===== src/hw/apm_pkg.sv =====
// package: register map, field positions and types for the analog pin mode block
package apm_pkg;
	// register offsets
	localparam logic [7:0] REG_CFG_ONE      = 8'h00;
	localparam logic [7:0] REG_CFG_TWO      = 8'h01;
	localparam logic [7:0] REG_CFG_THREE    = 8'h02;
	localparam logic [7:0] REG_CFG_FOUR     = 8'h03;
	localparam logic [7:0] REG_AFC_CFG      = 8'h05;
	localparam logic [7:0] REG_EXT_ONE      = 8'h08;
	localparam logic [7:0] REG_EXT_TWO      = 8'h09;
	localparam logic [7:0] REG_AIN_ONE_VAL  = 8'h0a;
	localparam logic [7:0] REG_AIN_TWO_VAL  = 8'h0b;
	localparam logic [7:0] REG_SUPPLY_VAL   = 8'h0c;
	localparam logic [7:0] REG_REMOTE_VAL   = 8'h0d;
	localparam logic [7:0] REG_LOCAL_VAL    = 8'h0e;
	localparam logic [7:0] REG_STATUS_ONE   = 8'h10;
	localparam logic [7:0] REG_STATUS_TWO   = 8'h11;
	localparam logic [7:0] REG_MASK_ONE     = 8'h12;
	localparam logic [7:0] REG_MASK_TWO     = 8'h13;
	localparam logic [7:0] REG_LIM_LO_ONE   = 8'h14;
	localparam logic [7:0] REG_LIM_HI_ONE   = 8'h15;
	localparam logic [7:0] REG_LIM_LO_TWO   = 8'h16;
	localparam logic [7:0] REG_LIM_HI_TWO   = 8'h17;
	localparam logic [7:0] REG_LIM_LO_SUP   = 8'h18;
	localparam logic [7:0] REG_LIM_HI_SUP   = 8'h19;
	localparam logic [7:0] REG_LIM_LO_REM   = 8'h1a;
	localparam logic [7:0] REG_LIM_HI_REM   = 8'h1b;
	localparam logic [7:0] REG_LIM_LO_LOC   = 8'h1c;
	localparam logic [7:0] REG_LIM_HI_LOC   = 8'h1d;

	// field positions
	localparam int BIT_RANGE_EXT   = 7;  // cfg one
	localparam int BIT_SECOND_DIO  = 7;  // cfg two
	localparam int BIT_AVG_OFF     = 4;  // cfg two
	localparam int BIT_TH_ONE      = 7;  // cfg three
	localparam int BIT_TH_TWO      = 6;  // cfg three
	localparam int BIT_SINGLE      = 3;  // cfg four
	localparam int BIT_OOL_ONE     = 6;  // status one
	localparam int BIT_OOL_TWO     = 5;
	localparam int BIT_OOL_SUP     = 4;
	localparam int BIT_OOL_REM     = 3;
	localparam int BIT_OOL_LOC     = 2;
	localparam int BIT_DIO_ONE_NC  = 2;  // status two
	localparam int BIT_DIO_TWO_NC  = 3;
	localparam int BIT_TH_ONE_NC   = 4;
	localparam int BIT_TH_TWO_NC   = 5;

	// reset values
	localparam logic [7:0] CFG_THREE_RST = 8'hc0;
	localparam logic [7:0] LIM_LO_RST    = 8'h00;
	localparam logic [7:0] LIM_HI_RST    = 8'hff;
	localparam logic [7:0] LIM_HI_T_RST  = 8'h7f;

	// format constants
	localparam logic [9:0]  OFFSET_QTR   = 10'h100; // +64 degrees in quarter steps
	localparam logic [9:0]  BIN_MAX_QTR  = 10'h1ff; // 127.75 degrees
	localparam logic [10:0] ZERO_QTR     = 11'h000;
	localparam logic [4:0]  AVG_COUNT    = 5'h10;   // sixteen cycles per result
	localparam logic [4:0]  AVG_ONE      = 5'h01;

	// timing: one raw measurement step
	localparam int CLK_HZ       = 40000000;
	localparam int STEP_US      = 1000;
	localparam int STEP_CYCLES  = CLK_HZ / 1000000 * STEP_US;

	// channel selection
	typedef enum logic [2:0] {
		APM_CH_AIN_ONE = 3'b000,
		APM_CH_AIN_TWO = 3'b001,
		APM_CH_SUPPLY  = 3'b010,
		APM_CH_REMOTE  = 3'b011,
		APM_CH_LOCAL   = 3'b100
	} apm_chan_e;

	// diode bias phase
	typedef enum logic [1:0] {
		APM_BIAS_BASE = 2'b00,
		APM_BIAS_MID  = 2'b01,
		APM_BIAS_HIGH = 2'b10
	} apm_bias_e;

	// one raw sample from the front end
	typedef struct packed {
		logic        valid;
		logic [10:0] value;   // voltage code, or signed quarter-degree temperature
		logic        fault;   // open or short seen on the input
	} apm_sample_s;

	// register bus request
	typedef struct packed {
		logic       wr;
		logic       rd;
		logic [7:0] addr;
		logic [7:0] wdata;
	} apm_bus_s;
endpackage


===== src/hw/apm_avg.sv =====
// averager: sums sixteen samples (or passes one) and reports the mean
`timescale 1ns/1ps
module apm_avg (
	input  wire logic        sys_clk,
	input  wire logic        sys_rst,
	input  wire logic        avg_off,
	input  wire logic        in_valid,
	input  wire logic [10:0] in_value,
	output logic             out_valid,
	output logic [10:0]      out_value
);
	logic [14:0] acc;
	logic [4:0]  cnt;
	wire  [4:0]  target   = avg_off ? apm_pkg::AVG_ONE : apm_pkg::AVG_COUNT;
	wire  [14:0] in_ext   = {{4{in_value[10]}}, in_value};
	wire  [14:0] next_acc = acc + in_ext;
	wire  [4:0]  next_cnt = cnt + 5'h01;
	// a target lowered mid-count ends the current result instead of wrapping the count
	wire         done     = in_valid && (next_cnt >= target);
	// signed shift keeps negative temperatures averaging correctly
	wire  [10:0] mean     = avg_off ? next_acc[10:0] : next_acc[14:4];

	always_ff @(posedge sys_clk or posedge sys_rst) begin
		if (sys_rst) begin
			acc       <= 15'h0000;
			cnt       <= 5'h00;
			out_valid <= 1'b0;
			out_value <= 11'h000;
		end else begin
			out_valid <= done;
			if (done) begin
				acc       <= 15'h0000;
				cnt       <= 5'h00;
				out_value <= mean;
			end else if (in_valid) begin
				acc <= next_acc;
				cnt <= next_cnt;
			end
		end
	end
endmodule


===== src/hw/apm_core.sv =====
// analog pin mode, diode sequencing, limit flags and temperature format block
//
// Implementation choices: the placing of the registers and the strobed register port.
`timescale 1ns/1ps
//
// Contract
// shared pins default to thermistor inputs
// cfg three bits 7,6 thermistor/voltage select
// cfg two bit 7 makes second diode
// status two bits 2,3 diode faults
// status two bits 4,5 thermistor faults
// software masks faults of unused mode
// thermistor mode: mask diode faults 0x13
// second diode: mask thermistor, voltage two
// first shared channel excursion sets bit 6
// second shared channel excursion sets bit 5
// software turns fan control off first
// diode bias cycles base, mid, high
// results average sixteen measurement cycles
// main byte plus two fraction bits
// binary range code equals degrees
// offset binary adds sixty-four
// cfg one bit 7 selects range
// software changes range once, waits
// single channel select field 000/001/010
// each channel compares low, high limits
// binary below zero reads zero
// binary above 127 saturates
// voltage codes saturate
module apm_core (
	input  wire logic        sys_clk,
	input  wire logic        sys_rst,
	// register port
	input  wire logic [7:0]  reg_addr,
	input  wire logic [7:0]  reg_wdata,
	input  wire logic        reg_wr,
	input  wire logic        reg_rd,
	output logic [7:0]       reg_rdata,
	// front end: raw converter result, asynchronous to this clock
	input  wire logic [10:0] adc_value,
	input  wire logic        adc_fault,
	input  wire logic        adc_ready,
	// front end steering
	output logic [2:0]       adc_chan,
	output logic [1:0]       diode_bias,
	output logic             pin_one_thermistor,
	output logic             pin_two_thermistor,
	output logic             pins_second_diode,
	output logic             alert_n
);
	// ------------------------------------------------------------
	// configuration registers
	// ------------------------------------------------------------
	logic [7:0] cfg_one;
	logic [7:0] cfg_two;
	logic [7:0] cfg_three;
	logic [7:0] cfg_four;
	logic [7:0] mask_one;
	logic [7:0] mask_two;
	logic [7:0] stat_one;
	logic [7:0] stat_two;
	logic [7:0] lim_lo [0:4];
	logic [7:0] lim_hi [0:4];
	logic [7:0] val_main [0:4];
	logic [1:0] val_frac [0:4];

	apm_pkg::apm_bus_s bus;
	assign bus = '{wr: reg_wr, rd: reg_rd, addr: reg_addr, wdata: reg_wdata};

	always_ff @(posedge sys_clk or posedge sys_rst) begin
		if (sys_rst) begin
			cfg_one   <= 8'h00;
			cfg_two   <= 8'h00;
			cfg_three <= apm_pkg::CFG_THREE_RST;
			cfg_four  <= 8'h00;
			mask_one  <= 8'h00;
			mask_two  <= 8'h00;
		end else if (bus.wr) begin
			if (bus.addr == apm_pkg::REG_CFG_ONE) begin
				cfg_one <= bus.wdata;
			end else if (bus.addr == apm_pkg::REG_CFG_TWO) begin
				cfg_two <= bus.wdata;
			end else if (bus.addr == apm_pkg::REG_CFG_THREE) begin
				cfg_three <= bus.wdata;
			end else if (bus.addr == apm_pkg::REG_CFG_FOUR) begin
				cfg_four <= bus.wdata;
			end else if (bus.addr == apm_pkg::REG_MASK_ONE) begin
				mask_one <= bus.wdata;
			end else if (bus.addr == apm_pkg::REG_MASK_TWO) begin
				mask_two <= bus.wdata;
			end
		end
	end

	wire second_dio = cfg_two[apm_pkg::BIT_SECOND_DIO];
	wire avg_off    = cfg_two[apm_pkg::BIT_AVG_OFF];
	wire th_one     = cfg_three[apm_pkg::BIT_TH_ONE] && !second_dio;
	wire th_two     = cfg_three[apm_pkg::BIT_TH_TWO] && !second_dio;
	wire range_ext  = cfg_one[apm_pkg::BIT_RANGE_EXT];
	wire single     = cfg_four[apm_pkg::BIT_SINGLE];

	// limit registers: index 0 first shared, 1 second, 2 supply, 3 remote, 4 local
	wire [7:0] lim_lo_addr [0:4];
	wire [7:0] lim_hi_addr [0:4];
	assign lim_lo_addr = '{apm_pkg::REG_LIM_LO_ONE, apm_pkg::REG_LIM_LO_TWO,
		apm_pkg::REG_LIM_LO_SUP, apm_pkg::REG_LIM_LO_REM, apm_pkg::REG_LIM_LO_LOC};
	assign lim_hi_addr = '{apm_pkg::REG_LIM_HI_ONE, apm_pkg::REG_LIM_HI_TWO,
		apm_pkg::REG_LIM_HI_SUP, apm_pkg::REG_LIM_HI_REM, apm_pkg::REG_LIM_HI_LOC};

	genvar gi;
	generate
		for (gi = 0; gi < 5; gi++) begin : g_lim
			always_ff @(posedge sys_clk or posedge sys_rst) begin
				if (sys_rst) begin
					lim_lo[gi] <= apm_pkg::LIM_LO_RST;
					lim_hi[gi] <= (gi >= int'(apm_pkg::APM_CH_REMOTE)) ?
					              apm_pkg::LIM_HI_T_RST : apm_pkg::LIM_HI_RST;
				end else if (bus.wr && bus.addr == lim_lo_addr[gi]) begin
					lim_lo[gi] <= bus.wdata;
				end else if (bus.wr && bus.addr == lim_hi_addr[gi]) begin
					lim_hi[gi] <= bus.wdata;
				end
			end
		end
	endgenerate

	// ------------------------------------------------------------
	// input synchroniser
	// ------------------------------------------------------------
	// the value bus is qualified by ready; ready is synchronised, and the value is
	// captured only from the second stage so both stages see a settled word
	logic [12:0] sync_a;
	logic [12:0] sync_b;
	logic        ready_last;
	always_ff @(posedge sys_clk or posedge sys_rst) begin
		if (sys_rst) begin
			sync_a     <= 13'h0000;
			sync_b     <= 13'h0000;
			ready_last <= 1'b0;
		end else begin
			sync_a     <= {adc_ready, adc_fault, adc_value};
			sync_b     <= sync_a;
			ready_last <= sync_b[12];
		end
	end

	apm_pkg::apm_sample_s smp;
	assign smp = '{valid: sync_b[12] && !ready_last, value: sync_b[10:0], fault: sync_b[11]};

	// ------------------------------------------------------------
	// measurement sequencer
	// ------------------------------------------------------------
	logic [15:0] step_cnt;
	logic [2:0]  chan;
	logic [1:0]  bias;
	wire         step_tick = (step_cnt == 16'(apm_pkg::STEP_CYCLES - 1));
	wire         is_diode  = (chan == apm_pkg::APM_CH_REMOTE) ||
	                         (chan == apm_pkg::APM_CH_LOCAL) ||
	                         (second_dio && chan == apm_pkg::APM_CH_AIN_ONE);
	// a diode result counts only samples from the high bias step, whichever steps came before it
	wire         bias_last = !is_diode || (bias == apm_pkg::APM_BIAS_HIGH);
	wire [1:0]   next_bias = bias_last ? apm_pkg::APM_BIAS_BASE : bias + 2'b01;
	wire         res_done;
	wire [2:0]   next_chan = single ? {1'b0, cfg_four[1:0]} :
	                         (chan == apm_pkg::APM_CH_LOCAL) ? apm_pkg::APM_CH_AIN_ONE :
	                         (second_dio && chan == apm_pkg::APM_CH_AIN_ONE) ?
	                         apm_pkg::APM_CH_SUPPLY : chan + 3'b001;

	always_ff @(posedge sys_clk or posedge sys_rst) begin
		if (sys_rst) begin
			step_cnt <= 16'h0000;
			bias     <= apm_pkg::APM_BIAS_BASE;
			chan     <= apm_pkg::APM_CH_AIN_ONE;
		end else begin
			step_cnt <= step_tick ? 16'h0000 : step_cnt + 16'h0001;
			if (step_tick) begin
				bias <= next_bias;
			end
			if (res_done) begin
				chan <= next_chan;
			end
		end
	end

	// ------------------------------------------------------------
	// averaging
	// ------------------------------------------------------------
	wire        avg_valid;
	wire [10:0] avg_value;
	apm_avg u_avg (
		.sys_clk   (sys_clk),
		.sys_rst   (sys_rst),
		.avg_off   (avg_off),
		.in_valid  (smp.valid && bias_last),
		.in_value  (smp.value),
		.out_valid (avg_valid),
		.out_value (avg_value)
	);
	assign res_done = avg_valid;

	// ------------------------------------------------------------
	// result formatting
	// ------------------------------------------------------------
	wire        is_temp  = is_diode || (chan == apm_pkg::APM_CH_AIN_ONE && th_one) ||
	                       (chan == apm_pkg::APM_CH_AIN_TWO && th_two);
	// temperature is signed quarter degrees; voltage is an unsigned 10-bit code
	wire signed [10:0] t_q  = avg_value;
	wire signed [11:0] t_off = 12'(t_q) + 12'($signed({2'b00, apm_pkg::OFFSET_QTR}));
	wire [9:0]  bin_q   = (t_q <= $signed(apm_pkg::ZERO_QTR)) ? 10'h000 :
	                      (t_q > $signed({1'b0, apm_pkg::BIN_MAX_QTR})) ?
	                      apm_pkg::BIN_MAX_QTR : t_q[9:0];
	wire [9:0]  off_q   = t_off[11] ? 10'h000 : (t_off[10] ? 10'h3ff : t_off[9:0]);
	wire [9:0]  temp_q  = range_ext ? off_q : bin_q;
	wire [9:0]  volt_c  = avg_value[10] ? 10'h3ff : avg_value[9:0];
	wire [9:0]  code    = is_temp ? temp_q : volt_c;
	wire [2:0]  slot    = (chan > apm_pkg::APM_CH_LOCAL) ? apm_pkg::APM_CH_LOCAL : chan;

	generate
		for (gi = 0; gi < 5; gi++) begin : g_val
			always_ff @(posedge sys_clk or posedge sys_rst) begin
				if (sys_rst) begin
					val_main[gi] <= 8'h00;
					val_frac[gi] <= 2'b00;
				end else if (res_done && slot == 3'(gi)) begin
					val_main[gi] <= code[9:2];
					val_frac[gi] <= code[1:0];
				end
			end
		end
	endgenerate

	// ------------------------------------------------------------
	// limit and fault flags
	// ------------------------------------------------------------
	wire       excursion = (code[9:2] < lim_lo[slot]) || (code[9:2] > lim_hi[slot]);
	wire [7:0] ool_bits  = {1'b0, slot == 3'd0, slot == 3'd1, slot == 3'd2,
	                        slot == 3'd3, slot == 3'd4, 2'b00};
	wire [7:0] set_one   = (res_done && excursion) ? ool_bits : 8'h00;
	wire       fault_now = res_done && smp.fault;
	wire [7:0] set_two   = {2'b00,
		fault_now && chan == apm_pkg::APM_CH_AIN_TWO && th_two,
		fault_now && chan == apm_pkg::APM_CH_AIN_ONE && th_one,
		fault_now && chan == apm_pkg::APM_CH_AIN_ONE && second_dio,
		fault_now && chan == apm_pkg::APM_CH_REMOTE,
		2'b00};
	wire rd_one = bus.rd && bus.addr == apm_pkg::REG_STATUS_ONE;
	wire rd_two = bus.rd && bus.addr == apm_pkg::REG_STATUS_TWO;
	// clear on read; a flag set in the same cycle survives the read
	wire [7:0] next_stat_one = (rd_one ? 8'h00 : stat_one) | set_one;
	wire [7:0] next_stat_two = (rd_two ? 8'h00 : stat_two) | set_two;
	wire       alert_any = |(stat_one & ~mask_one) || |(stat_two & ~mask_two);

	always_ff @(posedge sys_clk or posedge sys_rst) begin
		if (sys_rst) begin
			stat_one <= 8'h00;
			stat_two <= 8'h00;
			alert_n  <= 1'b1;
		end else begin
			stat_one <= next_stat_one;
			stat_two <= next_stat_two;
			alert_n  <= !alert_any;
		end
	end

	// ------------------------------------------------------------
	// read mux and steering outputs
	// ------------------------------------------------------------
	wire [7:0] next_rdata =
		(bus.addr == apm_pkg::REG_CFG_ONE)     ? cfg_one :
		(bus.addr == apm_pkg::REG_CFG_TWO)     ? cfg_two :
		(bus.addr == apm_pkg::REG_CFG_THREE)   ? cfg_three :
		(bus.addr == apm_pkg::REG_CFG_FOUR)    ? cfg_four :
		(bus.addr == apm_pkg::REG_EXT_ONE)     ? {6'h00, val_frac[3]} :
		(bus.addr == apm_pkg::REG_EXT_TWO)     ? {6'h00, val_frac[4]} :
		(bus.addr == apm_pkg::REG_AIN_ONE_VAL) ? val_main[0] :
		(bus.addr == apm_pkg::REG_AIN_TWO_VAL) ? val_main[1] :
		(bus.addr == apm_pkg::REG_SUPPLY_VAL)  ? val_main[2] :
		(bus.addr == apm_pkg::REG_REMOTE_VAL)  ? val_main[3] :
		(bus.addr == apm_pkg::REG_LOCAL_VAL)   ? val_main[4] :
		(bus.addr == apm_pkg::REG_STATUS_ONE)  ? stat_one :
		(bus.addr == apm_pkg::REG_STATUS_TWO)  ? stat_two :
		(bus.addr == apm_pkg::REG_MASK_ONE)    ? mask_one :
		(bus.addr == apm_pkg::REG_MASK_TWO)    ? mask_two :
		(bus.addr >= apm_pkg::REG_LIM_LO_ONE && bus.addr <= apm_pkg::REG_LIM_HI_LOC) ?
		(bus.addr[0] ? lim_hi[3'((bus.addr - apm_pkg::REG_LIM_LO_ONE) >> 1)] :
		               lim_lo[3'((bus.addr - apm_pkg::REG_LIM_LO_ONE) >> 1)]) :
		8'h00;

	always_ff @(posedge sys_clk or posedge sys_rst) begin
		if (sys_rst) begin
			reg_rdata          <= 8'h00;
			adc_chan           <= apm_pkg::APM_CH_AIN_ONE;
			diode_bias         <= apm_pkg::APM_BIAS_BASE;
			pin_one_thermistor <= 1'b1;
			pin_two_thermistor <= 1'b1;
			pins_second_diode  <= 1'b0;
		end else begin
			reg_rdata          <= bus.rd ? next_rdata : 8'h00;
			adc_chan           <= chan;
			diode_bias         <= bias;
			pin_one_thermistor <= th_one;
			pin_two_thermistor <= th_two;
			pins_second_diode  <= second_dio;
		end
	end
endmodule


===== config.mk =====
export PLATFORM = sky130hd
export DESIGN_NAME = apm_core
export DESIGN_NICKNAME = d
export VERILOG_FILES = /design/src/hw/apm_pkg.sv /design/src/hw/apm_avg.sv /design/src/hw/apm_core.sv
export SDC_FILE = /design/constraint.sdc
export NUM_CORES = 1
export LEC_CHECK = 0
export ABC_AREA = 0
export BUFFER_PORTS_ARGS = -buffer_cell sky130_fd_sc_hd__buf_2
export CAP_MARGIN = 40
export CORE_MARGIN = 1.5
export CORE_UTILIZATION = 35
export CTS_BUF_LIST = sky130_fd_sc_hd__clkbuf_8
export DETAILED_ROUTE_END_ITERATION = 6
export PLACE_DENSITY = 0.5
export SYNTH_ARGS = -nofsm -noshare
export SYNTH_HDL_FRONTEND = slang
export SYNTH_HIERARCHICAL = 1
export SYNTH_SLANG_ARGS = --single-unit

===== constraint.sdc =====
create_clock -name sys_clk -period 6.6 [get_ports sys_clk]
set_input_delay 0.33 -clock sys_clk [delete_from_list [all_inputs] [get_ports sys_clk]]
set_output_delay 0.33 -clock sys_clk [all_outputs]
set_load 0.01 [all_outputs]

# [Word level (Yosys, flattened, before mapping)]
# Cells that the tools add are included.
[word_totals] regBits=285 latchBits=0 ram_bits=0 romBits=0 in_bits=33 out_inout_bits=17 wordCells=224 n_memories=0
[classes] n_addsub=7 mul=0 div=0 magnitude_cmp=10 eq_ne=33 n_shift=0 n_mux=52 n_bitwise=18 n_reduce_logical=62
[op_table] operator="$mux 8" n=28
[op_table] operator="$eq 8x5->1 const B" n=14
[op_table] operator="$bmux 8 s3" n=4
[op_table] operator="$mux 10" n=7
[op_table] operator="$eq 8x4->1 const B" n=7
[op_table] operator="$logic_and 1x1->1" n=34
[op_table] operator="$mux 15" n=2
[op_table] operator="$add 16x1->16 const B" n=1
[op_table] operator="$and 8x8->8" n=2
[op_table] operator="$eq 16x16->1 const B" n=1
[op_table] operator="$eq 8x2->1 const B" n=2
[op_table] operator="$mux 16" n=1
[op_table] operator="$not 8->8" n=2
[op_table] operator="$reduce_or 8->1" n=2
[op_table] operator="$add 15x15->15" n=1
[op_table] operator="$mux 5" n=3
[op_table] operator="$add 11x10->12 const B" n=1
[op_table] operator="$mux 3" n=4
[op_table] operator="$reduce_and 2->1" n=6
[op_table] operator="$gt 11x10->1 const B" n=1
[op_table] operator="$le 11x1->1 const B" n=1
[op_table] operator="$mux 11" n=1
[op_table] operator="$not 1->1" n=10
[op_table] operator="$eq 3x2->1 const B" n=3
[op_table] operator="other kinds (30)" n=44

# [Longest topological paths before layout]
# Gate-level depths: netlist of run 1.
[logic_depth] depth_word=23 mapped_depth=17 depth_no_buf=15

# [Modules after synthesis]
# The synthesis of run 1 kept the hierarchy.
[by_module_without_submodules] module="apm_core" instances=1 cells_each=1110 area_per_inst_um2=12607.1 seq_area_each_um2=6209.7
[by_module_without_submodules] module="apm_avg" instances=1 cells_each=240 area_per_inst_um2=2212.1 seq_area_each_um2=800.8

# [Worst setup path after synthesis of run 1]
# OpenSTA, ideal clock, no wires.
[synth_timing] kind="register -> register" from="register chan[1]" to="register stat_one[2]" setup_time_ns=0.121 t_arrival_ns=3.994 required_time_ns=6.479 slack_ns=2.485 path_stages_with_launch=17 path_buffers=3 period_less_slack_ns=4.115 path_cell_list="dfrtp_1 > clkbuf_1 > inv_2 > buf_1 > ha_1 > nand2b_1 > nand2_1 > buf_2 > mux4_2 > mux2i_1 > ha_1 > a21o_1 > a21oi_1 > a21boi_0 > o31ai_1 > o41ai_2 > a22o_1"
[synth_via] elab_chain_cells=11 elab_cells_between_ends=28 classes_between="order compare (3); eq/ne (4); mux (9); bitwise (2); reduce/logical (10)"
[synth_lines] item="start, declared" line_no="apm_core.sv:154" rtl="logic [2:0] chan;"
[synth_lines] item="start signal, assigned" line_no="apm_core.sv:173" rtl="chan <= apm_pkg::APM_CH_AIN_ONE;"
[synth_lines] item="start signal, assigned" line_no="apm_core.sv:180" rtl="chan <= next_chan;"
[synth_lines] item="$gt 3x3->1 (tied with other cells)" line_no="apm_core.sv:216" rtl="wire [2:0] slot = (chan > apm_pkg::APM_CH_LOCAL) ? apm_pkg::APM_CH_LOCAL : chan;"
[synth_lines] item="$mux 3 (tied with other cells)" line_no="apm_core.sv:216"
[synth_lines] item="$not 3->4 (implied by the code) / $logic_or 1x1->1 (equally long branches)" line_no="apm_core.sv:235, apm_core.sv:158"
[synth_lines] item="$bmux 8 s3 / $logic_or 1x1->1 (equally long branches)" line_no="apm_core.sv:235, apm_core.sv:204"
[synth_lines] item="$mux 8 (implied by the code) / $logic_or 1x1->1 (equally long branches)" line_no="apm_core.sv:235, apm_core.sv:204"
[synth_lines] item="$mux 8 (implied by the code) / $mux 10 (equally long branches)" line_no="apm_core.sv:235, apm_core.sv:215"
[synth_lines] item="$lt 8x8->1 / $gt 8x8->1 (equally long branches)" line_no="apm_core.sv:235" rtl="wire excursion = (code[9:2] < lim_lo[slot]) || (code[9:2] > lim_hi[slot]);"
[synth_lines] item="$logic_or 1x1->1" line_no="apm_core.sv:235"
[synth_lines] item="$logic_and 1x1->1" line_no="apm_core.sv:238" rtl="wire [7:0] set_one = (res_done && excursion) ? ool_bits : 8'h00;"
[synth_lines] item="$mux 7 (*)" line_no="apm_core.sv:238"
[synth_lines] item="$or 8x7->8 (*)" line_no="apm_core.sv:249" rtl="wire [7:0] next_stat_one = (rd_one ? 8'h00 : stat_one) | set_one;"
[synth_lines] item="via next_stat_one[2]" line_no="apm_core.sv:249"
[synth_lines] item="end signal, assigned" line_no="apm_core.sv:259" rtl="stat_one <= next_stat_one;"
[synth_lines] item="end, declared" line_no="apm_core.sv:60" rtl="logic [7:0] stat_one;"
# The timed path passes the listed nets; every way through them passes the cells marked *. The select of a mux whose other input is x is not followed.
# A chain may end at the register's enable or synchronous reset.

# [Worst setup path after layout of run 1]
[layout_timing] from="register chan[2]" to="register stat_one[2]"
[layout_via] elab_chain_cells=11 elab_cells_between_ends=28 classes_between="order compare (3); eq/ne (4); mux (9); bitwise (2); reduce/logical (10)"
[layout_lines] item="$eq 3x2->1 (tied with other cells)" line_no="apm_core.sv:157" rtl="wire is_diode = (chan == apm_pkg::APM_CH_REMOTE) ||"
[layout_lines] item="$logic_or 1x1->1 / $logic_and 1x1->1 (equally long branches)" line_no="apm_core.sv:157, apm_core.sv:159"
[layout_lines] item="$logic_or 1x1->1" line_no="apm_core.sv:158" rtl="(chan == apm_pkg::APM_CH_LOCAL) ||"
[layout_lines] item="$logic_or 1x1->1" line_no="apm_core.sv:204" rtl="wire is_temp = is_diode || (chan == apm_pkg::APM_CH_AIN_ONE && th_one) ||"
[layout_lines] item="$logic_or 1x1->1 (*)" line_no="apm_core.sv:204"
[layout_lines] item="$mux 10 (*)" line_no="apm_core.sv:215" rtl="wire [9:0] code = is_temp ? temp_q : volt_c;"
[layout_lines] item="via code[7]" line_no="apm_core.sv:215"
[layout_lines] item="$lt 8x8->1 / $gt 8x8->1 (equally long branches)" line_no="apm_core.sv:235"
[layout_lines] item="$logic_or 1x1->1 (*)" line_no="apm_core.sv:235"
[layout_lines] item="$logic_and 1x1->1 (*)" line_no="apm_core.sv:238"
[layout_lines] item="$mux 7 (*)" line_no="apm_core.sv:238"
[layout_lines] item="$or 8x7->8 (*)" line_no="apm_core.sv:249"
[layout_lines] item="via next_stat_one[2]" line_no="apm_core.sv:249"
# Marked as above.

==> key figures, run 1 <==
Outcome
  – Outcome: completed

Pwr
  – Maximum vdd drop: 238 uV
  – Net switching power: 2.12 mW
  – Sw frac: 36.4%
  – Clock power frac: 30.2%
  – Leak: 7.68 nW
  – Pwr dens: 345 mW/mm^2
  – Pwr Total: 5.84 mW
  – Int Pwr: 3.71 mW
  – Sequential power share: 37.9%
  – Comb power frac: 31.9%

STA
  – Least-Margin Pin Slew: 876 ps
  – Tmin final: 4490 ps
  – Final setup vio count: 0
  – Skew final: 17.1 ps
  – Final TNS setup: 0 ps
  – Slew Limit Fails: 0
  – Period utilization: 68.1%
  – Slew HR: 40.8%
  – Fmax: 223 MHz
  – RSZ-0062 raised after global routing: no
  – Fin. Hold Viols: 0

Synth
  – Number of synthesized flops with an enable pin: 0
  – Syn nets: 1430
  – Netlist Area Pre-Place: 0.0148 mm^2
  – Async S/R FF share, synth: 100%
  – Sequential share of the synthesized area: 47.3%
  – Register bit total from synthesis: 278
  – Avg Inst Size Synth: 11.0 um^2
  – Main flop type after synthesis: dfrtp_1
  – Yosys warning total: 6
  – Synth Instances: 1350
  – Synth cell types: 98

Floorplan
  – Die W: 209 um
  – Initial core utilization: 35.4%
  – FP Rows: 75
  – Die footprint: 0.0436 mm^2
  – Floorplan Core Area: 0.0419 mm^2
  – # IOs: 50
  – Die Ht: 209 um

GRT
  – First-pass GRT wire length: 69400 um
  – Largest net degree at the start of global routing: 140
  – All-Layer GR Usage: 20.7%
  – Vias in the first global route: 11142
  – Gr ovfl total: 0
  – Initial antenna violation count: 1

Job
  – Max-Cap Viols: 0

Finish
  – Multi-input gate area: 0.00727 mm^2
  – Storage cell area: 0.00701 mm^2
  – Area growth, synth to finish: 14.1%
  – Nets@finish: 1496
  – Ratio of cells with drive above 1 in the final layout: 27.6%
  – Fill count: 4077

Placement
  – Port Buffers: 49
  – Placed wire-length estimate: 31000 um
  – Placer Congestion: 0.915

Setup path
  – Worst setup EP type: register
  – Type of origin of the critical path: register
  – CP Class: reg -> reg
  – CP arrival: 5050 ps
  – CP required: 7160 ps
  – Worst Path Max Fanout: 22

CTS
  – CTS tree: built
  – Worst-Skew Late Latency: 620 ps
  – CTS Hold Bufs: 14
  – Post-CTS Resized: 0
  – Total CTS buffers: 50
  – Worst-path clk slew: 60 ps
  – Post CTS Setup Buffer Count: 0
  – Clock sink count: 278
  – CTS H-tree depth: 2
  – Clk root buf: clkbuf_8
  – Clock Tree Buf Depth: 3

Detailed routing
  – DRT Wirelength: 44600 um
  – Starting DRT DRC Count: 999
  – Routed wire per std cell: 22.3 um
  – Remaining DRCs: 0
  – Drt first pass iters: 5
  – Antenna viol nets, final: 0
  – Drt via density: 5.60
  – Via count: 11188

Min path
  – HP Class: in -> reg
[Yosys cell counts (20+ instances only)]
master	count	share of area, %
a21oi_1	67	2.3
buf_2	25	0.84
clkbuf_1	40	1.0
dfrtp_1	235	40
dfstp_2	43	7.6
ha_1	46	3.9
inv_1	57	1.4
mux2_2	147	11
mux2i_1	32	2.2
mux4_2	25	3.8
nand2_1	112	2.8
nand3_1	50	1.7
nor2_1	49	1.2
nor2b_1	20	0.84
o21ai_0	104	3.5
[placed cells by master (no fill, tap or decap), drive strengths merged, types with 5 or more instances in the layout]
cell type	instances
a21boi	6
mux4	25
nand4	7
nand3	52
and3	18
xor2	14
dfstp	43
a211oi	13
mux2	147
nor4b	5
o22ai	18
a31oi	13
a22o	5
dfrtp	235
nor3	19
o21ai	111
a21o	7
inv	76
nor2	50
mux2i	32
nor2b	21
a221o	5
o2bb2ai	7
and2	8
xnor2	10
o211ai	7
o31ai	8
nand2	113
nand2b	7
a21oi	69
a221oi	7
dlygate4sd3	14
o21a	7
ha	46
clkbuf	71
o221ai	6
buf	70
clkinv	5
[worst paths after layout]
path                            startpoint           end  slack (ps)  depth (start not counted)
worst min register to register   sync_a[1]     sync_b[1]         340                          0
worst min-delay path                reg_rd  reg_rdata[6]         120                          3
worst max register to register     chan[2]   stat_one[2]        2110                         14
worst max-delay path               chan[2]   stat_one[2]        2110                         14
max in group asynchronous          sys_rst     lim_lo[7]        5060                          5
min in group asynchronous          sys_rst   step_cnt[0]         240                          3
[cells by family after synthesis]
kind of cell / synth area share [%]
xor+xnor: 1.42
flops: 47.3
buf+inv: 3.66
compound gates: 15.3
fa+ha+maj: 4.02
simple gates: 11.1
mux: 17.1
[sequential cells by signal, indices dropped and copies added, names as in the netlist, 11 cells and up]
| name | flops |
|---|---|
| u_avg/out_value | 11 |
| lim_lo | 40 |
| step_cnt | 16 |
| sync_b | 13 |
| lim_hi | 40 |
| sync_a | 13 |
| val_main | 40 |
| u_avg/acc | 15 |
[power by group through the flow]
stage                     clock, mW  combinational (mW)  sequential [mW]
after floorplan                   0                1.41             2.12
after global placement            0                1.82             2.23
after detailed placement          0                1.86             2.23
after CTS                      1.82                1.87             2.20
after global routing           1.89                2.09             2.24
final                          1.76                1.86             2.21
[stage by stage]
| stage | util (%) | hold slack (ps) | area (um^2) | setup slack (ps) | std cells |
|---|---|---|---|---|---|
| after floorplan | - | 331 | 14800 | 2490 | 1350 |
| after global placement | 37.2 | 335 | 15600 | 2250 | 1882 |
| after detailed placement | 37.4 | 333 | 15700 | 2140 | 1888 |
| after CTS | 40.4 | 56.9 | 16900 | 2090 | 1995 |
| after global routing | 40.4 | 127 | 16900 | 1600 | 1997 |
| final | 40.4 | 116 | 16900 | 2110 | 1997 |
[routing by layer]
layer / global-route usage (%) / vias up / wire length, um
li1: - / 5114 / -
met4: 6.67 / 0 / 1280
met5: 0 / - / 0
met1: 29.5 / 5588 / 20400
met2: 31.7 / 396 / 20000
met3: 4.19 / 90 / 2930
[critical path, cell delays in order, from the launching register on]
cell and delay (ps):
dfrtp_1 770, inv_2 350, ha_1 380, or3_4 430, nor2_1 140, a21oi_1 130
a21oi_1 480, inv_1 140, ha_1 340, a21oi_1 160, nor2b_1 60, o21ai_0 140
o21ai_0 130, o41ai_2 570, a22o_1 220
[final cells by class]
| type | count | area share (%) |
|---|---|---|
| Multi-Input combinational cell | 939 | 43.0 |
| Sequential cell | 278 | 41.4 |
| Clock buffer | 70 | 5.70 |
| Tap cell | 539 | 3.99 |
| Timing Repair Buffer | 85 | 3.60 |
| Inverter | 62 | 1.40 |
| Clock inverter | 23 | 0.873 |
| Antenna cell | 1 | 0.0148 |
Note: power is estimated with default switching activity, not from simulation.
==> run 2, diff against run 1 <==
--- a/config.mk
+++ b/config.mk
@@ -12,7 +12,7 @@
 export CORE_UTILIZATION = 35
 export CTS_BUF_LIST = sky130_fd_sc_hd__clkbuf_8
 export DETAILED_ROUTE_END_ITERATION = 6
-export PLACE_DENSITY = 0.5
+export PLACE_DENSITY = 0.48
 export SYNTH_ARGS = -nofsm -noshare
 export SYNTH_HDL_FRONTEND = slang
 export SYNTH_HIERARCHICAL = 1
==> constraint.sdc (replaced) <==
create_clock -name sys_clk -period 4.19 [get_ports sys_clk]
set_input_delay 0.2095 -clock sys_clk [delete_from_list [all_inputs] [get_ports sys_clk]]
set_output_delay 0.2095 -clock sys_clk [all_outputs]
set_load 0.01 [all_outputs]
==> run 2 against run 1 <==
Net effect:
- sequential share of layout area decreased by 0.42 points
- wire length rose by 1.4%
- sequential power is 56% higher
- critical endpoint unchanged
- largest cell class unchanged
==> key figures, run 2 (same netlist as run 1, synthesis figures left out) <==
Detailed routing
  – Routed wire per std cell: 22.4 um (+0.57%)
  – Remaining DRCs: 0 (unchanged)
  – Starting DRT DRC Count: 762 (-24%)
  – Antenna viol nets, final: 0 (unchanged)
  – Drt via density: 5.58 (-0.42%)
  – Drt first pass iters: 5 (unchanged)
  – Via count: 11230 (+0.38%)
  – DRT Wirelength: 45200 um (+1.4%)

Setup path
  – CP required: 4760 ps (-2400 ps)
  – Worst Path Max Fanout: 7 (-68%)
  – Crit path cell chain: inv_1 -> ha_1 -> nor3b_1 -> a311oi_2 -> nand3_1 -> a21oi_2 -> a21oi_1 -> inv_1 -> ha_1 -> a21oi_1 -> nor2b_1 -> o21ai_0 -> o21ai_0 -> o41ai_2 -> a22o_1
  – R2R setup slack: 340 ps (-1770 ps)
  – Worst setup EP type: register
  – Slowest stage cell, crit path: o41ai_2
  – Type of origin of the critical path: register
  – Reg2reg path depth: 15 (+1)
  – CP arrival: 4430 ps (-620 ps)
  – CP startpoint: u_avg/out_value[8]
  – CP endpoint: stat_one[2]
  – Critical R2R Launch: u_avg/out_value[8]
  – CP Class: reg -> reg
  – Largest stage delay, worst path: 590 ps (-180 ps)
  – Reg2reg end: stat_one[2]

STA
  – Final setup margin: 337 ps (-1770 ps)
  – Tmin final: 3850 ps (-640 ps)
  – RSZ-0062 raised after global routing: no
  – Slew Limit Fails: 0 (unchanged)
  – Fmax: 260 MHz (+17%)
  – Slew HR: 39.0% (-1.8 points)
  – Skew final: 39.7 ps (+22.6 ps)
  – Fin. Hold Viols: 0 (unchanged)
  – Final setup vio count: 0 (unchanged)
  – Least-Margin Pin Slew: 915 ps (+39.0 ps)
  – Final TNS setup: 0 ps (unchanged)
  – Period utilization: 92.0% (+24 points)

CTS
  – Clock sink count: 278 (unchanged)
  – CTS tree: built
  – Clk root buf: clkbuf_8
  – Worst-Skew Late Latency: 630 ps (about the same)
  – Clock Tree Buf Depth: 3 (unchanged)
  – Post CTS Setup Buffer Count: 0 (unchanged)
  – Total CTS buffers: 50 (unchanged)
  – CTS H-tree depth: 2 (unchanged)
  – Worst-path clk slew: 70 ps (about the same)

Finish
  – Most common cell after layout, fill and taps aside: dfrtp_1
  – Ratio of cells with drive above 1 in the final layout: 29.0% (+1.4 points)
  – Nets@finish: 1512 (+1.1%)
  – Area growth, synth to finish: 15.3%
  – Most frequent cells in the layout: dfrtp_1 (235), mux2_2 (147), nand2_1 (112), o21ai_0 (104), clkbuf_8 (74)
  – Largest regs: lim_hi: 40 flops, lim_lo: 40 flops, val_main: 40 flops
  – Antenna Cells: 0 (-1)

Placement
  – Placer Congestion: 0.932 (+1.9%)
  – Pre-CTS setup slack: 80.5 ps (-2060 ps)
  – Port Buffers: 49 (unchanged)
  – Placed wire-length estimate: 32100 um (+3.5%)

Job
  – Max-Cap Viols: 0 (unchanged)

Floorplan
  – FP Rows: 75 (unchanged)
  – Die Ht: 209 um (unchanged)
  – # IOs: 50 (unchanged)
  – Die footprint: 0.0436 mm^2 (unchanged)
  – Die W: 209 um (unchanged)
  – Initial core utilization: 35.4% (unchanged)
  – Floorplan Core Area: 0.0419 mm^2 (unchanged)

GRT
  – Initial antenna violation count: 0 (-1)
  – Gr ovfl total: 0 (unchanged)
  – Largest net degree at the start of global routing: 128 (-8.6%)
  – Vias in the first global route: 11339 (+1.8%)
  – All-Layer GR Usage: 21.1% (+0.31 points)
  – First-pass GRT wire length: 70200 um (+1.1%)

Pwr
  – Leak: 7.75 nW (+0.92%)
  – Pwr dens: 555 mW/mm^2 (+61%)
  – Maximum vdd drop: 259 uV (+9.1%)

Min path
  – HP Class: in -> reg

Outcome
  – Outcome: completed
-- run 2: cell types whose count changed in the layout (fill, tap and decap cells not counted), sizes merged --
cell | before | now
dlygate4sd3 | 14 | 15
inv | 76 | 71
buf | 70 | 85
clkinvlp | 2 | 4
clkdlybuf4s15 | 0 | 1
diode | 1 | 0
clkbuf | 71 | 74
-- run 2: critical path, delay by kind of cell (launching register included) --
family / cells / cell delay [ps]
flip-flops: 1 / 460
adder cells (fa/ha/maj): 2 / 470
AND/OR/NAND/NOR: 3 / 370
AO/OA/AOI/OAI: 8 / 2230
buffers and inverters: 2 / 260
-- run 2: layout make-up --
class | instances | area (um^2)
Sequential cell | 278 | 7010
Fill cell | 4065 | 24800
Tap cell | 539 | 674
Clock inverter | 20 | 149
Inverter | 62 | 236
Multi-Input combinational cell | 939 | 7280
Clock buffer | 74 | 1020
Timing Repair Buffer | 101 | 714
-- run 2: timing repair --
action,4_1_cts,5_1_grt
gates resized for setup,0,3
endpoints found under the hold margin,250,0
hold buffers,15,0
endpoints found under the setup margin,0,5
-- run 2: power by group --
| group | switching (mW) | internal [mW] |
|---|---|---|
| clock | 1.19 | 1.68 |
| combinational | 1.91 | 1.27 |
| sequential | 0.353 | 3.09 |
| total | 3.45 | 6.04 |
-- run 2: how the worst min path moves through the flow --
stage	start	to	cells past startpoint
floorplan	adc_value[0]	sync_a[0]	0
global placement	adc_value[9]	sync_a[9]	1
detailed placement	adc_value[8]	sync_a[8]	1
CTS	reg_wdata[2]	lim_hi[34]	2
global route	reg_wdata[2]	lim_hi[2]	2
finish	reg_wdata[2]	lim_hi[34]	2
-- run 2: metrics by stage --
| stage | hold slack, ps | std cells | utilization, % | total power [mW] | instance area (um^2) |
|---|---|---|---|---|---|
| floorplan | 241 | 1350 | - | 5.56 | 14800 |
| global placement | 319 | 1902 | 37.6 | 6.61 | 15700 |
| detailed placement | 319 | 1904 | 37.6 | 6.64 | 15800 |
| CTS | 52.7 | 2013 | 40.8 | 9.59 | 17100 |
| global route | 70.1 | 2013 | 40.8 | 10.1 | 17100 |
| finish | 105 | 2013 | 40.8 | 9.49 | 17100 |
-- run 2: routing by layer --
metal	up-vias	track usage, %	part of all wire [%]
met1	5667	28.9	46
met3	89	3.97	5.0
met2	316	32.6	45
li1	5158	-	-
met4	0	8.85	3.9
met5	-	0	0
==> run 3, diff against run 2 <==
--- a/config.mk
+++ b/config.mk
@@ -9,11 +9,10 @@
 export BUFFER_PORTS_ARGS = -buffer_cell sky130_fd_sc_hd__buf_2
 export CAP_MARGIN = 40
 export CORE_MARGIN = 1.5
-export CORE_UTILIZATION = 35
+export CORE_UTILIZATION = 60
 export CTS_BUF_LIST = sky130_fd_sc_hd__clkbuf_8
 export DETAILED_ROUTE_END_ITERATION = 6
-export PLACE_DENSITY = 0.48
+export PLACE_DENSITY = 0.75
 export SYNTH_ARGS = -nofsm -noshare
 export SYNTH_HDL_FRONTEND = slang
-export SYNTH_HIERARCHICAL = 1
 export SYNTH_SLANG_ARGS = --single-unit
==> run 3 against run 2 <==
Net effect:
- register-to-register slack gained 130 ps
- power shrank 11%
- combinational power shrank 12%
- maximum frequency grew 3.5%
- critical path type unchanged
==> key figures, run 3 <==
STA
  – Least-Margin Pin Slew: 920 ps (+4.67 ps)
  – Final setup vio count: 0 (unchanged)
  – RSZ-0062 raised after global routing: no
  – Slew Limit Fails: 0 (unchanged)
  – Final TNS setup: 0 ps (unchanged)
  – Fin. Hold Viols: 0 (unchanged)
  – Fmax: 269 MHz (+3.5%)
  – Period utilization: 88.8% (-3.1 points)
  – Slew HR: 38.2% (-0.84 points)
  – Skew final: 21.0 ps (-18.7 ps)
  – Final setup margin: 468 ps (+131 ps)
  – Tmin final: 3720 ps (-131 ps)
  – Hold WS: 65.6 ps (-39.9 ps)

CTS
  – Total CTS buffers: 46 (-8.0%)
  – CTS H-tree depth: 2 (unchanged)
  – CTS tree: built
  – Post CTS Setup Buffer Count: 0 (unchanged)
  – Clk root buf: clkbuf_8
  – Clock sink count: 278 (unchanged)
  – Worst-Skew Late Latency: 560 ps (-70 ps)
  – Worst-path clk slew: 60 ps (about the same)
  – Clock Tree Buf Depth: 3 (unchanged)

Finish
  – Most frequent cells in the layout: dfrtp_1 (235), mux2_2 (138), nand2_1 (136), o21ai_0 (120), a21oi_1 (72)
  – Ratio of cells with drive above 1 in the final layout: 26.1% (-2.9 points)
  – Antenna Cells: 0 (unchanged)
  – Fill count: 1830 (-55%)
  – Most common cell after layout, fill and taps aside: dfrtp_1
  – Nets@finish: 1476 (-2.4%)
  – Fin area: 0.0161 mm^2 (-5.7%)
  – Final non-filler cell total: 1748 (-13%)
  – Area growth, synth to finish: 10.8%
  – Largest regs: lim_hi: 40 flops, lim_lo: 40 flops, val_main: 40 flops

Synth
  – Biggest area consumer among synthesized cells: dfrtp_1
  – Main flop type after synthesis: dfrtp_1
  – Yosys warning total: 0 (-6)
  – Top post-synthesis cells by area: dfrtp_1 (40%), mux2_2 (11%), dfstp_2 (7.8%), mux4_2 (5.0%), o21ai_0 (4.1%)
  – Synth top area share: 40.4% (+0.75 points)
  – Synth Instances: 1334 (-1.2%)
  – Most instantiated library cell after synthesis: dfrtp_1
  – Most instantiated cells after synthesis: dfrtp_1 (235), mux2_2 (138), nand2_1 (136), o21ai_0 (120), a21oi_1 (72)
  – Number of synthesized flops with an enable pin: 0 (unchanged)
  – Synth cell types: 81 (-17%)
  – Netlist Area Pre-Place: 0.0145 mm^2 (-1.8%)
  – Async S/R FF share, synth: 100% (unchanged)
  – Syn nets: 1414 (-1.1%)
  – Sequential share of the synthesized area: 48.2% (+0.89 points)
  – Register bit total from synthesis: 278 (unchanged)
  – Avg Inst Size Synth: 10.9 um^2 (-0.67%)

Setup path
  – CP Class: reg -> reg
  – CP arrival: 4130 ps (-300 ps)
  – Crit path cell chain: inv_2 -> ha_1 -> or3_1 -> o31ai_1 -> inv_1 -> ha_1 -> and3_1 -> and3_1 -> a21boi_1 -> a21oi_2 -> o21ai_1
  – Critical R2R Launch: chan[2]
  – Type of origin of the critical path: register
  – Slowest stage cell, crit path: o31ai_1
  – Worst Path Max Fanout: 19 (+12)
  – CP startpoint: chan[2]
  – Worst setup EP type: register
  – CP required: 4600 ps (-160 ps)
  – Largest stage delay, worst path: 770 ps (+180 ps)

GRT
  – Gr busiest metal: met2
  – Met1 Usage GRT: 39.8% (+11 points)
  – Largest net degree at the start of global routing: 144 (+13%)
  – GR met3 Demand/Resource: 7.24% (+3.3 points)
  – First-pass GRT wire length: 59700 um (-15%)
  – Vias in the first global route: 11022 (-2.8%)
  – Initial antenna violation count: 0 (unchanged)
  – Met2 usage: 47.8% (+15 points)
  – Gr ovfl total: 0 (unchanged)
  – All-Layer GR Usage: 30.1% (+9.1 points)

Pwr
  – Leak: 7.26 nW (-6.4%)
  – Pwr dens: 527 mW/mm^2 (-5.2%)
  – Maximum vdd drop: 383 uV (+48%)

Outcome
  – Outcome: completed

Placement
  – Placed Cells: 1653 (-13%)
  – Placer Congestion: 0.927 (-0.55%)
  – Pre-CTS setup slack: 497 ps (+417 ps)
  – Port Buffers: 49 (unchanged)
  – Placed instance area: 0.0151 mm^2 (-4.5%)
  – Placed wire-length estimate: 25700 um (-20%)

Detailed routing
  – Remaining DRCs: 0 (unchanged)
  – Antenna viol nets, final: 0 (unchanged)
  – DRT Wirelength: 37300 um (-17%)
  – Starting DRT DRC Count: 920 (+21%)
  – Routed wire per std cell: 21.4 um (-4.9%)
  – Via count: 11166 (-0.57%)
  – Drt via density: 6.39 (+15%)
  – Drt first pass iters: 5 (unchanged)

Min path
  – HP Start: reg_rd
  – HP Class: in -> reg

Floorplan
  – Die Ht: 159 um (-24%)
  – Die W: 159 um (-24%)
  – Initial core utilization: 61.6% (+26 points)
  – # IOs: 50 (unchanged)
  – Floorplan Core Area: 0.0236 mm^2 (-44%)
  – FP Rows: 56 (-25%)
  – Die footprint: 0.0252 mm^2 (-42%)

Job
  – Max-Cap Viols: 0 (unchanged)
-- run 3: cell count changes after synthesis, moves of 7 or more --
cell / previous run / this run
o21ai_0: 104 / 120
mux2i_1: 32 / 13
nor2b_1: 20 / 9
o2bb2ai_1: 7 / 0
nand2_1: 112 / 136
mux4_2: 25 / 32
nand3_1: 50 / 37
inv_1: 57 / 39
buf_2: 25 / 15
and3_1: 18 / 9
nor3_1: 18 / 28
mux2_2: 147 / 138
nor2_1: 49 / 62
a22oi_1: 4 / 22
-- run 3: final cells by class --
cell class	instances	area (um^2)	area share (%)
clock inverter	21	86.3	0.536
inverter	43	165	1.02
sequential	278	7010	43.5
tap	319	399	2.48
timing repair buffer	83	563	3.49
clock buffer	60	826	5.13
multi-input combinational	944	7060	43.8
-- run 3: logic make-up after synthesis --
logic type / Yosys count / share of synthesized area (%)
flops: 278 / 48.2
buf+inv: 112 / 3.30
fa+ha+maj: 47 / 4.09
xor+xnor: 29 / 1.75
mux: 183 / 16.5
simple gates: 333 / 10.8
compound gates: 352 / 15.3
-- run 3: path summary, 6_finish.rpt --
check	depth (start not counted)	end	slack, ps
setup / recovery	11	stat_one[4]	470
setup reg to reg	11	stat_one[4]	470
hold reg to reg	0	sync_b[4]	340
hold / removal	3	reg_rdata[4]	70
min in group asynchronous	3	val_main[8]	290
max in group asynchronous	4	cfg_four[1]	2730
-- run 3: timing repair --
| item | CTS | global route |
|---|---|---|
| hold buffers | 14 | 0 |
| gates resized for setup | 0 | 1 |
| endpoints found under the hold margin | 38 | 0 |
| endpoints found under the setup margin | 0 | 4 |
-- run 3: routing by layer --
layer | routed length (um) | share of wire [%]
met1 | 15400 | 41
met5 | 0 | 0
met3 | 2820 | 7.6
met4 | 1440 | 3.9
met2 | 17700 | 47
-- run 3: power by group --
part / internal, mW / total (mW) / switching, mW
Combinational: 1.09 / 2.79 / 1.70
Sequential: 3.06 / 3.37 / 0.312
Clock: 1.27 / 2.33 / 1.06
-- run 3: through the flow --
stage	util (%)	total power [mW]
finish	68.2	8.49
global route	68.2	9.04
CTS	68.2	8.49
detailed placement	63.7	6.13
global placement	63.7	6.06
floorplan	-	5.34
-- run 3: worst max-delay path, delay by kind of cell, from the launching register on --
kind | cells | cell delay, ps
DFF | 1 | 490
and+or+nand+nor | 3 | 800
AOI/OAI and AO/OA | 4 | 1190
buffers and inverters | 2 | 410
adders and majority gates | 2 | 670
